===== src/rtl/trb_regs.vh =====
`ifndef TRB_REGS_VH
`define TRB_REGS_VH
// read and write byte counts
`define TRB_NUM_WR_BYTES 5
`define TRB_NUM_RD_BYTES 5
`define TRB_RD_BITS 40
// fifth write byte fields
`define TRB_WR5_REF_BIT 7
`define TRB_WR5_DEEMPH_BIT 6
// first read byte fields
`define TRB_RD1_DONE_BIT 7
`define TRB_RD1_EDGE_BIT 6
// third read byte fields
`define TRB_RD3_STEREO_BIT 7
// fourth read byte fields
`define TRB_RD4_ZERO_BIT 0
// reset values of the fifth write byte fields
`define TRB_REF_RST 1'h0
`define TRB_DEEMPH_RST 1'h0
// chip identification value (arbitrary value)
`define TRB_CHIP_IDENT 3'h5
// reserved read byte value
`define TRB_RESERVED_BYTE 8'h00
`endif


===== src/rtl/trb_sync.v =====
`default_nettype none
// three-stage synchroniser; level changes once stages two and three agree
module trb_sync (
  // clock and reset
  input wire sys_clk_i,
  input wire rst_n_i,
  input wire clk_en_i,
  // asynchronous input and filtered level
  input wire async_i,
  output reg level_o
);
  reg s1_q;
  reg s2_q;
  reg s3_q;
  // shift chain; only s2 reads s1
  always @(posedge sys_clk_i or negedge rst_n_i) begin
    if (!rst_n_i) begin
      s1_q <= 1'h0;
      s2_q <= 1'h0;
      s3_q <= 1'h0;
      level_o <= 1'h0;
    end else if (clk_en_i) begin
      s1_q <= async_i;
      s2_q <= s1_q;
      s3_q <= s2_q;
      if (s2_q == s3_q) begin
        level_o <= s3_q;
      end
    end
  end
endmodule
`default_nettype wire


===== src/rtl/trb_tuner_regs.v =====
// Notes on behaviour
// - bit 7 of the fifth written byte turns the 6.5 MHz synthesizer reference on when one and off when zero.
// - bit 6 of the fifth written byte selects 75 us de-emphasis when one and 50 us when zero.
// - the six low bits of the fifth written byte are ignored.
// - bit 7 of read byte one is the search-done flag.
// - bit 6 of read byte one is the band-edge flag.
// - the 14-bit divider word reads back, upper six bits in byte one, lower eight in byte two.
// - bit 7 of read byte three shows stereo when one and mono when zero.
// - the low seven bits of read byte three carry the IF counter result.
// - the upper four bits of read byte four carry the signal level code.
// - bits 3 to 1 of read byte four carry the fixed chip identification value.
// - bit 0 of read byte four always reads zero.
// - read byte five always reads all zeros.
// - read data shifts out on the falling bus clock edge, msb of byte one first, sampled by host on rising edge.
// - after reset audio is muted; the host writes all five bytes to initialise.
`include "trb_regs.vh"
`default_nettype none
module trb_tuner_regs (
  // clock and reset
  input wire sys_clk_i,
  input wire rst_n_i,
  input wire clk_en_i,
  // three-wire bus pins
  input wire bus_clk_i,
  input wire bus_wr_rd_i,
  input wire bus_data_i,
  output reg bus_data_o,
  output reg bus_data_oe_o,
  // tuner status inputs
  input wire search_done_flag_i,
  input wire band_edge_flag_i,
  input wire [13:0] divider_word_i,
  input wire stereo_i,
  input wire [6:0] if_count_i,
  input wire [3:0] signal_level_code_i,
  // configuration outputs
  output reg synth_ref_6m5_enable_o,
  output reg deemphasis_select_o,
  output reg mute_o,
  output reg [7:0] wr_byte1_o,
  output reg [7:0] wr_byte2_o,
  output reg [7:0] wr_byte3_o,
  output reg [7:0] wr_byte4_o,
  output reg wr_done_o
);
  localparam ST_IDLE = 2'h0;
  localparam ST_WRITE = 2'h1;
  localparam ST_READ = 2'h2;

  wire clk_s;
  wire wr_rd_s;
  wire data_s;
  reg clk_prev_q;
  reg wr_rd_prev_q;
  reg [1:0] state_q;
  reg [5:0] bit_cnt_q;
  reg [7:0] shift_q;
  reg [39:0] snap_q;
  reg [2:0] byte_idx_q;
  wire clk_rise;
  wire clk_fall;
  wire wr_rise;
  wire wr_fall;
  wire [39:0] status_img;
  // byte as it completes on a rising bus clock
  wire [7:0] byte_in;
  // read image split per byte
  wire [7:0] rd_byte1;
  wire [7:0] rd_byte2;
  wire [7:0] rd_byte3;
  wire [7:0] rd_byte4;
  wire [7:0] rd_byte5;

  // byte formed by the seven bits held plus the bit arriving now
  function [7:0] full_byte;
    input [6:0] held;
    input bit_in;
    begin
      full_byte = {held, bit_in};
    end
  endfunction

  // one synchroniser per bus pin
  trb_sync u_sync_clk (
    .sys_clk_i(sys_clk_i),
    .rst_n_i(rst_n_i),
    .clk_en_i(clk_en_i),
    .async_i(bus_clk_i),
    .level_o(clk_s)
  );
  trb_sync u_sync_wr (
    .sys_clk_i(sys_clk_i),
    .rst_n_i(rst_n_i),
    .clk_en_i(clk_en_i),
    .async_i(bus_wr_rd_i),
    .level_o(wr_rd_s)
  );
  trb_sync u_sync_data (
    .sys_clk_i(sys_clk_i),
    .rst_n_i(rst_n_i),
    .clk_en_i(clk_en_i),
    .async_i(bus_data_i),
    .level_o(data_s)
  );

  // edge detection on filtered levels
  assign clk_rise = clk_s & ~clk_prev_q;
  assign clk_fall = ~clk_s & clk_prev_q;
  assign wr_rise = wr_rd_s & ~wr_rd_prev_q;
  assign wr_fall = ~wr_rd_s & wr_rd_prev_q;

  // read image, five bytes msb first
  assign rd_byte1 = {search_done_flag_i, band_edge_flag_i, divider_word_i[13:8]};
  assign rd_byte2 = divider_word_i[7:0];
  assign rd_byte3 = {stereo_i, if_count_i};
  assign rd_byte4 = {signal_level_code_i, `TRB_CHIP_IDENT, 1'h0};
  assign rd_byte5 = `TRB_RESERVED_BYTE;
  assign status_img = {rd_byte1, rd_byte2, rd_byte3, rd_byte4, rd_byte5};

  // incoming write byte
  assign byte_in = full_byte(shift_q[6:0], data_s);

  // previous filtered levels for edge strobes
  always @(posedge sys_clk_i or negedge rst_n_i) begin
    if (!rst_n_i) begin
      clk_prev_q <= 1'h0;
      wr_rd_prev_q <= 1'h0;
    end else if (clk_en_i) begin
      clk_prev_q <= clk_s;
      wr_rd_prev_q <= wr_rd_s;
    end
  end

  // bus transfer engine
  always @(posedge sys_clk_i or negedge rst_n_i) begin
    if (!rst_n_i) begin
      state_q <= ST_IDLE;
      bit_cnt_q <= 6'h00;
      shift_q <= 8'h00;
      snap_q <= 40'h0000000000;
      byte_idx_q <= 3'h0;
      bus_data_o <= 1'h0;
      bus_data_oe_o <= 1'h0;
      synth_ref_6m5_enable_o <= `TRB_REF_RST;
      deemphasis_select_o <= `TRB_DEEMPH_RST;
      mute_o <= 1'h1;
      wr_byte1_o <= 8'h80;
      wr_byte2_o <= 8'h00;
      wr_byte3_o <= 8'h00;
      wr_byte4_o <= 8'h00;
      wr_done_o <= 1'h0;
    end else if (clk_en_i) begin
      wr_done_o <= 1'h0;
      if (wr_rise) begin
        // write frame opens
        state_q <= ST_WRITE;
        bit_cnt_q <= 6'h00;
        byte_idx_q <= 3'h0;
        bus_data_oe_o <= 1'h0;
      end else if (wr_fall) begin
        // read frame opens: snapshot and present msb at once
        state_q <= ST_READ;
        snap_q <= {status_img[38:0], 1'h0};
        bus_data_o <= status_img[39];
        bus_data_oe_o <= 1'h1;
        bit_cnt_q <= 6'h01;
      end else begin
        case (state_q)
          ST_WRITE: begin
            if (clk_rise) begin
              shift_q <= byte_in;
              if (bit_cnt_q[2:0] == 3'h7) begin
                // byte complete; stored in arrival order
                case (byte_idx_q)
                  3'h0: begin
                    wr_byte1_o <= byte_in;
                    mute_o <= byte_in[7];
                  end
                  3'h1: begin
                    wr_byte2_o <= byte_in;
                    wr_done_o <= 1'h1;
                  end
                  3'h2: wr_byte3_o <= byte_in;
                  3'h3: wr_byte4_o <= byte_in;
                  3'h4: begin
                    synth_ref_6m5_enable_o <= byte_in[`TRB_WR5_REF_BIT];
                    deemphasis_select_o <= byte_in[`TRB_WR5_DEEMPH_BIT];
                    // low six bits dropped
                  end
                  default: begin
                  end
                endcase
                if (byte_idx_q != 3'h5) begin
                  byte_idx_q <= byte_idx_q + 3'h1;
                end
              end
              bit_cnt_q <= bit_cnt_q + 6'h01;
            end
          end
          ST_READ: begin
            if (clk_fall) begin
              // next bit on falling edge; zero after byte five
              bus_data_o <= snap_q[39];
              snap_q <= {snap_q[38:0], 1'h0};
              if (bit_cnt_q != 6'h28) begin
                bit_cnt_q <= bit_cnt_q + 6'h01;
              end
            end
          end
          default: begin
          end
        endcase
      end
    end
  end
endmodule
`default_nettype wire


===== config.mk =====
export PLATFORM = sky130hd
export DESIGN_NAME = trb_tuner_regs
export DESIGN_NICKNAME = d
export VERILOG_FILES = /design/src/rtl/trb_sync.v /design/src/rtl/trb_tuner_regs.v
export VERILOG_INCLUDE_DIRS = /design/src /design/src/rtl
export SDC_FILE = /design/constraint.sdc
export NUM_CORES = 1
export LEC_CHECK = 0
export BUFFER_PORTS_ARGS = -buffer_cell sky130_fd_sc_hd__buf_4
export CORE_UTILIZATION = 34
export CTS_CLUSTER_SIZE = 12
export DETAILED_ROUTE_END_ITERATION = 8
export PLACE_DENSITY = 0.6
export SLEW_MARGIN = 20
export SYNTH_ARGS = -nofsm -noshare
export SYNTH_HDL_FRONTEND = slang
export SYNTH_HIERARCHICAL = 1
export SYNTH_SLANG_ARGS = --single-unit

===== constraint.sdc =====
create_clock -name sys_clk_i -period 2.1 [get_ports sys_clk_i]
set_input_delay 0 -clock sys_clk_i [delete_from_list [all_inputs] [get_ports sys_clk_i]]
set_output_delay 0 -clock sys_clk_i [all_outputs]
set_load 0.1 [all_outputs]

Word-level counts from Yosys, hierarchy flattened
Cells that the tools add are included.

cells by class
  add/sub/neg operators = 2
  equality and inequality tests = 16
  muxes and demuxes = 28
  bitwise operators = 10
  reduce and logical (&&, ||, !) cells = 22

operators with widths
  cell                 number
  $mux 40              3
  $reduce_and 7->1     5
  $mux 6               5
  $mux 3               6
  $reduce_bool 2->1    7
  $ne 4x4->1 const B   3
  $pmux 6 s2           1
  $mux 1               11
  $reduce_and 5->1     2
  $reduce_and 2->1     4
  $add 6x1->6 const B  1
  $eq 3x2->1 const B   2
  $eq 3x3->1 const B   2
  $ne 6x6->1 const B   1
  $not 1->1            6
  $reduce_and 6->1     1
  $and 1x1->1          4
  $mux 2               2
  $reduce_and 4->1     1
  $reduce_bool 4->1    1
  $add 3x1->3 const B  1
  $eq 1x1->1           3
  $eq 3x1->1 const B   1
  $logic_not 3->1      1
  other kinds (4)      4

word-level totals
  flip-flop bits (word level) = 110
  input bits = 34
  logic and storage cells = 107

Depth between registers and ports, before layout
Gate-level depths: netlist of run 1.

  depth after elaboration = 7
  mapped depth = 9

By module
The synthesis of run 1 kept the hierarchy.

modules (own cells, without submodules)
  module          times used  cells each  area each (sq um)
  trb_tuner_regs  1           327         3,976.3
  trb_sync        3           10          156.4

Worst setup path before layout of run 1
No wires, ideal clock.

  path type = register to register
  start = register state_q[1]
  end = register wr_byte2_o[1]
  setup time = 0.126 ns
  data arrival time = 2.286 ns
  slack = -0.312 ns
  stages on the path, launching flop included = 8
  buffers on the path = 1
  clock period less this slack = 2.412 ns
  cell sequence = dfrtp_1 inv_1 ha_1 and3b_1 and3_4 buf_12 nand4_4 mux2_2

on the way
  longest elaborated chain between the ends = 2

RTL lines
  what                        line                  text
  start, declared             trb_tuner_regs.v:55   reg [1:0] state_q;
  start signal, assigned      trb_tuner_regs.v:137  state_q <= ST_IDLE;
  start signal, assigned      trb_tuner_regs.v:156  state_q <= ST_WRITE;
  start signal, assigned      trb_tuner_regs.v:162  state_q <= ST_READ;
  $eq 2x1->1                  trb_tuner_regs.v:168  case (state_q)
  $reduce_and 7->1 (no line)  --
  end signal, assigned        trb_tuner_regs.v:180  wr_byte2_o <= byte_in;
  end, declared               trb_tuner_regs.v:41   output reg [7:0] wr_byte2_o,

Every way passes these cells.
A chain may end at the register's enable or synchronous reset.

Final worst setup path of run 1
  start = register state_q[1]
  end = register synth_ref_6m5_enable_o

on the way
  longest elaborated chain between the ends = 2

RTL lines
  what                        line                  text
  $eq 2x1->1                  trb_tuner_regs.v:168
  $reduce_and 7->1 (no line)  --
  end signal, assigned        trb_tuner_regs.v:144  synth_ref_6m5_enable_o <= `TRB_REF_RST;
  end signal, assigned        trb_tuner_regs.v:186  synth_ref_6m5_enable_o <= byte_in[`TRB_WR5_REF_BIT];
  end, declared               trb_tuner_regs.v:37   output reg synth_ref_6m5_enable_o,

Every way passes these cells.

==> summary.md, run 1 <==
| Metric | Value |
|---|---|
| Power per cell area | 1040 nW/um2 |
| CTS Buf Count | 9 |
| Most common cell after layout, fill and taps aside | dfrtp_1 |
| Via Count | 3,019 |
| Max Root-Sink Buffers | 2 |
| Combined area of all synthesized cells | 4450 um2 |
| Setup Skew | 0.00533 ns |
| Netlist cell types | 43 |
| DRC viols | 0 |
| Largest area contributor in the netlist | dfrtp_1 |
| Crit path largest cell delay | 0.49 ns |
| Critical path cell sequence | inv_1 -> ha_1 -> and3b_1 -> and3_4 -> and4_2 -> mux2_2 |
| Power Total | 6.03 mW |
| Post-synth top flop | dfrtp_1 |
| Number of synthesized flops with an enable pin | 0 |
| H-tree depth | 3 |
| Final worst-path cycle share | 0.953 |
| Register area share after synthesis | 0.552 |
| Non-filler instance count after layout | 641 |
| CTS tree | yes |
| DR pass1 iterations | 4 |
| Sink Count | 98 |
| Total routed wirelength | 8.94 mm |
| Synth Area in Compound Gates | 0.0799 |
| Gpl congestion | 0.758 |
| Die H | 116 um |
| Lkg Pwr | 2.71 nW |
| Vias per std cell | 4.71 |
| Simple-Gate Fraction of Synth Area | 0.0895 |
| Vias in the first global route | 3,060 |
| Nets | 510 |
| Global route overflow | 0 |
| Slew headroom | 0.680 |
| Max FO, Critical Path | 9 |
| Die area | 13,500 um2 |
| Clock latency on the worst-skew pair | 0.34 ns |
| Post-CTS Setup Inserts | 0 |
| Clock period minus final worst setup slack | 2.00 ns |
| Clock transition at path regs | 0.07 ns |
| Status | completed |
| Fin. Hold Viols | 0 |
| Root Driver | clkbuf_16 |
| Critical path capture point type | register |
| Multiplexer area fraction after synthesis | 0.212 |
| Met3 WL | 406 um |
| Maxcap violations | 0 |
| Critical Path Start Type | register |
| Initial antenna violation count | 0 |
| # placed instances | 595 |
| Share of layout cells above drive strength 1 | 0.356 |
| DRT antenna net count | 0 |
| Dpl hpwl | 6.10 mm |
| Mapped Avg Cell Area | 12.5 um2 |
| Iteration-0 DRC Markers | 82 |
| Die Wd | 116 um |
| Worst Tran Pin Value | 0.480 ns |
| Slowest cell on crit path | dfrtp_4 |
| Crit Path Category | register to register |
| Number of core rows | 41 |
| Top post-synthesis cells by area | dfrtp_1 55%, mux2_2 13%, mux2i_1 7.4% |
| Setup_tns | 0 ns |
| Most frequent cells in the layout | 96 x dfrtp_1, 79 x buf_4, 53 x mux2_2 |
| Xor-xnor portion of the synthesized cell area | 0 |
| Global-route wire length before repair | 14.5 mm |
| HP Class | input pin to register |
| Yosys reg bits | 98 |
| Arrival time worst endpoint | 2.22 ns |
| Post-synthesis adder-cell area fraction | 0.0338 |
| # IOs | 72 |
| Post-synthesis async set-or-reset flop share | 1.00 |
| Wire length per cell | 13.9 um |
| Met2 wire len | 4.34 mm |
| Antenna cell count | 0 |
| Syn nets | 403 |
| Min-delay src | divider_word_i[9] |
| FF-to-FF Start | state_q[1]$_DFFE_PN0P_ |
| Top routing layer used | met4 |
| Fill count | 1,152 |
| Main combinational cell family by area after synthesis | multiplexers |
| DRT met1 WL | 4.06 mm |
| Setup violators final | 0 |
| Max Freq | 0.500 GHz |
| Initial core utilization | 0.351 |
| Post-synthesis cell count | 357 |
| WP data required | 2.32 ns |
| Layout area overhead | 30.9% |
| Ys Warns | 6 |
| Port bufs | 71 |
| Max IR drop VDD | 0.573 mV |
| Crit. Startpoint | state_q[1]$_DFFE_PN0P_ |
| Synth top area share | 0.546 |
| Largest net degree at the start of global routing | 57 |
| RSZ-0062 raised after global routing | yes |
| Max Slew Vio Count | 0 |
| Total track usage | 0.139 |
| WHS | 0.00323 ns |
| Core area | 12,700 um2 |
-- layout make-up --
class	instances	area [um2]	share of cell area
Sequential cell	98	2460	0.422
Clock inverter	5	37.5	0.00645
Clock buffer	11	253	0.0434
Inverter	15	56.3	0.00967
Tap cell	172	215	0.0370
Timing Repair Buffer	111	933	0.160
Multi-Input combinational cell	229	1870	0.321
-- cells in the mapped netlist, types with 4 or more instances --
cell type / instances
inv_1: 14
nand2_1: 12
buf_2: 8
o21ai_0: 4
mux2_2: 53
dfrtp_1: 97
a21oi_1: 33
mux2i_1: 33
a21o_1: 4
nand2b_1: 6
ha_1: 12
clkbuf_1: 4
nor2_1: 33
-- final timing paths --
kind                                                 endpoint  slack (ns)  depth (start not counted)
max                        synth_ref_6m5_enable_o$_DFFE_PN0P_         0.1                          6
min                                    snap_q[34]$_DFFE_PN0P_       0.003                          3
max reg2reg                synth_ref_6m5_enable_o$_DFFE_PN0P_         0.1                          6
min reg2reg                            snap_q[10]$_DFFE_PN0P_        0.49                          2
max in group asynchronous                  mute_o$_DFFE_PN1P_        1.25                          3
min in group asynchronous              snap_q[31]$_DFFE_PN0P_        0.16                          2
-- registers in the layout (all words and copies together) (netlist names), 2 cells and up --
name / count
bit_cnt_q: 6
snap_q: 30
state_q: 2
shift_q: 7
wr_byte3_o: 8
byte_idx_q: 3
wr_byte1_o: 7
wr_byte2_o: 8
wr_byte4_o: 8
-- where the power goes --
group / switching [mW] / total, mW / leakage, nW / internal [mW]
registers: 0.303 / 2.62 / 1.20 / 2.31
clock network: 0.701 / 1.57 / 0.138 / 0.872
logic: 1.02 / 1.84 / 1.37 / 0.822
total: 2.02 / 6.03 / 2.71 / 4.01
-- what timing repair did --
action | in CTS | in global routing
hold endpoints to repair | 63 | 0
hold buffers | 30 | 0
resized for setup | 0 | 1
endpoints found under the setup margin | 0 | 8
-- kinds of logic (layout without fill, tap and decap cells) --
group | count (synthesis) | after routing
compound gates | 58 | 58
fa+ha+maj | 12 | 12
buf+inv | 30 | 142
flops | 98 | 98
mux | 87 | 87
simple gates | 72 | 72
-- stage by stage --
stage               area, um2  utilization  setup WS, ns
finish                   5820        0.459        0.0993
global route             5820        0.459      -0.00207
CTS                      5810        0.459        0.0819
detailed placement       5220        0.412        0.0876
global placement         5220        0.412         0.143
floorplan                4450            -        0.0708
-- worst max-delay path, delay by kind of cell (launching register included) --
| kind | cells | cell delay, ns |
|---|---|---|
| buf+inv | 1 | 0.06 |
| mux | 1 | 0.34 |
| flops | 1 | 0.49 |
| simple gates | 3 | 0.82 |
| fa+ha+maj | 1 | 0.17 |
-- per-layer routing --
metal / vias up / GRT usage
met5: - / 0
met4: 0 / 0.0513
met3: 7 / 0.0301
met2: 68 / 0.235
met1: 1468 / 0.174
li1: 1476 / -
Note: power is estimated with default switching activity, not from simulation.
==> inputs of run 2 (changes only) <==
--- a/config.mk
+++ b/config.mk
@@ -6,12 +6,12 @@
 export SDC_FILE = /design/constraint.sdc
 export NUM_CORES = 1
 export LEC_CHECK = 0
-export BUFFER_PORTS_ARGS = -buffer_cell sky130_fd_sc_hd__buf_4
+export BUFFER_PORTS_ARGS = -buffer_cell sky130_fd_sc_hd__buf_2
 export CORE_UTILIZATION = 34
 export CTS_CLUSTER_SIZE = 12
 export DETAILED_ROUTE_END_ITERATION = 8
 export PLACE_DENSITY = 0.6
-export SLEW_MARGIN = 20
+export SLEW_MARGIN = 5
 export SYNTH_ARGS = -nofsm -noshare
 export SYNTH_HDL_FRONTEND = slang
 export SYNTH_HIERARCHICAL = 1
==> summary.md, run 2 (synthesized netlist as in run 1, its figures left out) <==
| Metric | Value |
|---|---|
| Worst Tran Pin Value | 0.617 ns |
| Max FFs per register | 30 |
| Gpl congestion | 0.776 |
| Dpl hpwl | 5.97 mm |
| Layout area overhead | 28.4% |
| Top routing layer used | met4 |
| Initial core utilization | 0.351 |
| Total routed wirelength | 8.93 mm |
| Worst Path Buf+Inv | 1 |
| Via Count | 3,005 |
| Number of core rows | 41 |
| Fin. Hold Viols | 0 |
| Port bufs | 71 |
| DR pass1 iterations | 4 |
| Worst setup margin | 0.120 ns |
| Die area | 13,500 um2 |
| Global route overflow | 0 |
| Critical path capture point type | register |
| Lkg Pwr | 2.72 nW |
| Biggest register | snap_q |
| DRC viols | 0 |
| WHS | 0.0969 ns |
| Total track usage | 0.144 |
| Critical path cell sequence | inv_1 -> ha_1 -> and3b_1 -> and3_4 -> and4_2 -> mux2_2 |
| Fill count | 1,177 |
| Max IR drop VDD | 0.656 mV |
| Met3 WL | 435 um |
| Wire length per cell | 13.9 um |
| Slew headroom | 0.588 |
| Sink Count | 98 |
| Pre-CTS setup slack | 0.0832 ns |
| Max Root-Sink Buffers | 2 |
| Antenna cell count | 0 |
| Setup_tns | 0 ns |
| Slowest cell on crit path | dfrtp_4 |
| Non-filler instance count after layout | 643 |
| RSZ-0062 raised after global routing | no |
| # placed instances | 596 |
| HP Class | input pin to register |
| Status | completed |
| WP data required | 2.33 ns |
| Most common cell after layout, fill and taps aside | dfrtp_1 |
| Clock latency on the worst-skew pair | 0.35 ns |
| Global-route wire length before repair | 14.8 mm |
| Iteration-0 DRC Markers | 113 |
| Post-CTS Setup Inserts | 0 |
| Nets | 513 |
| Clock period minus final worst setup slack | 1.98 ns |
| Setup violators final | 0 |
| Finished Core Util | 0.450 |
| Max FO, Critical Path | 9 |
| Final worst-path cycle share | 0.943 |
| Worst path top cell family by delay | simple AND/OR/NAND/NOR gates |
| Core area | 12,700 um2 |
| Max Freq | 0.505 GHz |
| DRT antenna net count | 0 |
| Power per cell area | 1090 nW/um2 |
| # IOs | 72 |
| CTS tree | yes |
| Setup Skew | 0.0115 ns |
| Most frequent cells in the layout | 96 x dfrtp_1, 70 x buf_2, 53 x mux2_2 |
| Vias per std cell | 4.67 |
| DRT met1 WL | 3.99 mm |
| Arrival time worst endpoint | 2.21 ns |
| Die H | 116 um |
| Met2 wire len | 4.36 mm |
| Largest net degree at the start of global routing | 57 |
| Crit path largest cell delay | 0.49 ns |
| Maxcap violations | 0 |
| Initial antenna violation count | 0 |
| Crit Path Category | register to register |
| Share of layout cells above drive strength 1 | 0.355 |
| Root Driver | clkbuf_16 |
| H-tree depth | 3 |
| Max Slew Vio Count | 0 |
| Critical Path Start Type | register |
| Clock transition at path regs | 0.06 ns |
| Die Wd | 116 um |
| CTS Buf Count | 9 |
| Vias in the first global route | 3,141 |
==> run 2: cell types whose count changed in the layout (fill, tap and decap cells not counted) <==
| cell | before | now |
|---|---|---|
| dlygate4sd3_1 | 30 | 32 |
| clkinv_2 | 1 | 0 |
| clkbuf_8 | 2 | 1 |
| buf_2 | 0 | 70 |
| clkinv_4 | 1 | 0 |
| bufinv_16 | 0 | 2 |
| buf_4 | 79 | 10 |
| inv_6 | 1 | 2 |
| clkinvlp_4 | 2 | 1 |
==> run 2: routing by layer <==
layer | vias to the layer above | track usage
li1 | 1482 | -
met1 | 1448 | 0.171
met2 | 65 | 0.243
met3 | 10 | 0.0410
met4 | 0 | 0.0624
met5 | - | 0
==> run 2: path summary, 6_finish.rpt <==
check                           slack, ns                         endpoint  cells past startpoint              startpoint
max in group asynchronous            1.20           state_q[1]$_DFFE_PN0P_                      3                 rst_n_i
min in group asynchronous            0.22        wr_byte2_o[7]$_DFFE_PN0P_                      2                 rst_n_i
worst min-delay path                  0.1            wr_done_o$_DFFE_PN0P_                      2                clk_en_i
worst max register to register       0.12  deemphasis_select_o$_DFFE_PN0P_                      6  state_q[1]$_DFFE_PN0P_
worst max-delay path                 0.12  deemphasis_select_o$_DFFE_PN0P_                      6  state_q[1]$_DFFE_PN0P_
worst min register to register       0.49           snap_q[10]$_DFFE_PN0P_                      2  snap_q[10]$_DFFE_PN0P_
==> run 2: final cells by class <==
class / count / area, um2 / share of cell area
Sequential cell: 98 / 2460 / 0.431
Multi-Input combinational cell: 229 / 1870 / 0.327
Tap cell: 172 / 215 / 0.0377
Timing Repair Buffer: 114 / 786 / 0.138
Clock buffer: 10 / 239 / 0.0419
Inverter: 15 / 56.3 / 0.00987
Clock inverter: 5 / 85.1 / 0.0149
==> run 2: power breakdown <==
| group | total [mW] | switching [mW] | internal (mW) |
|---|---|---|---|
| Combinational | 1.83 | 1.03 | 0.798 |
| Clock | 1.79 | 0.709 | 1.08 |
| Sequential | 2.61 | 0.296 | 2.31 |
| Total | 6.22 | 2.03 | 4.19 |
==> run 2: stage by stage <==
step / cell area (um2) / power (mW)
after floorplan: 4450 / 3.94
after global placement: 5050 / 4.35
after detailed placement: 5050 / 4.42
after CTS: 5700 / 6.29
after global routing: 5710 / 6.64
final: 5710 / 6.22
==> run 2: timing repair <==
action                     4_1_cts  5_1_grt
hold endpoints to repair        76        0
setup endpoints to repair        0        8
hold buffers                    32        0
resized for setup                0        1
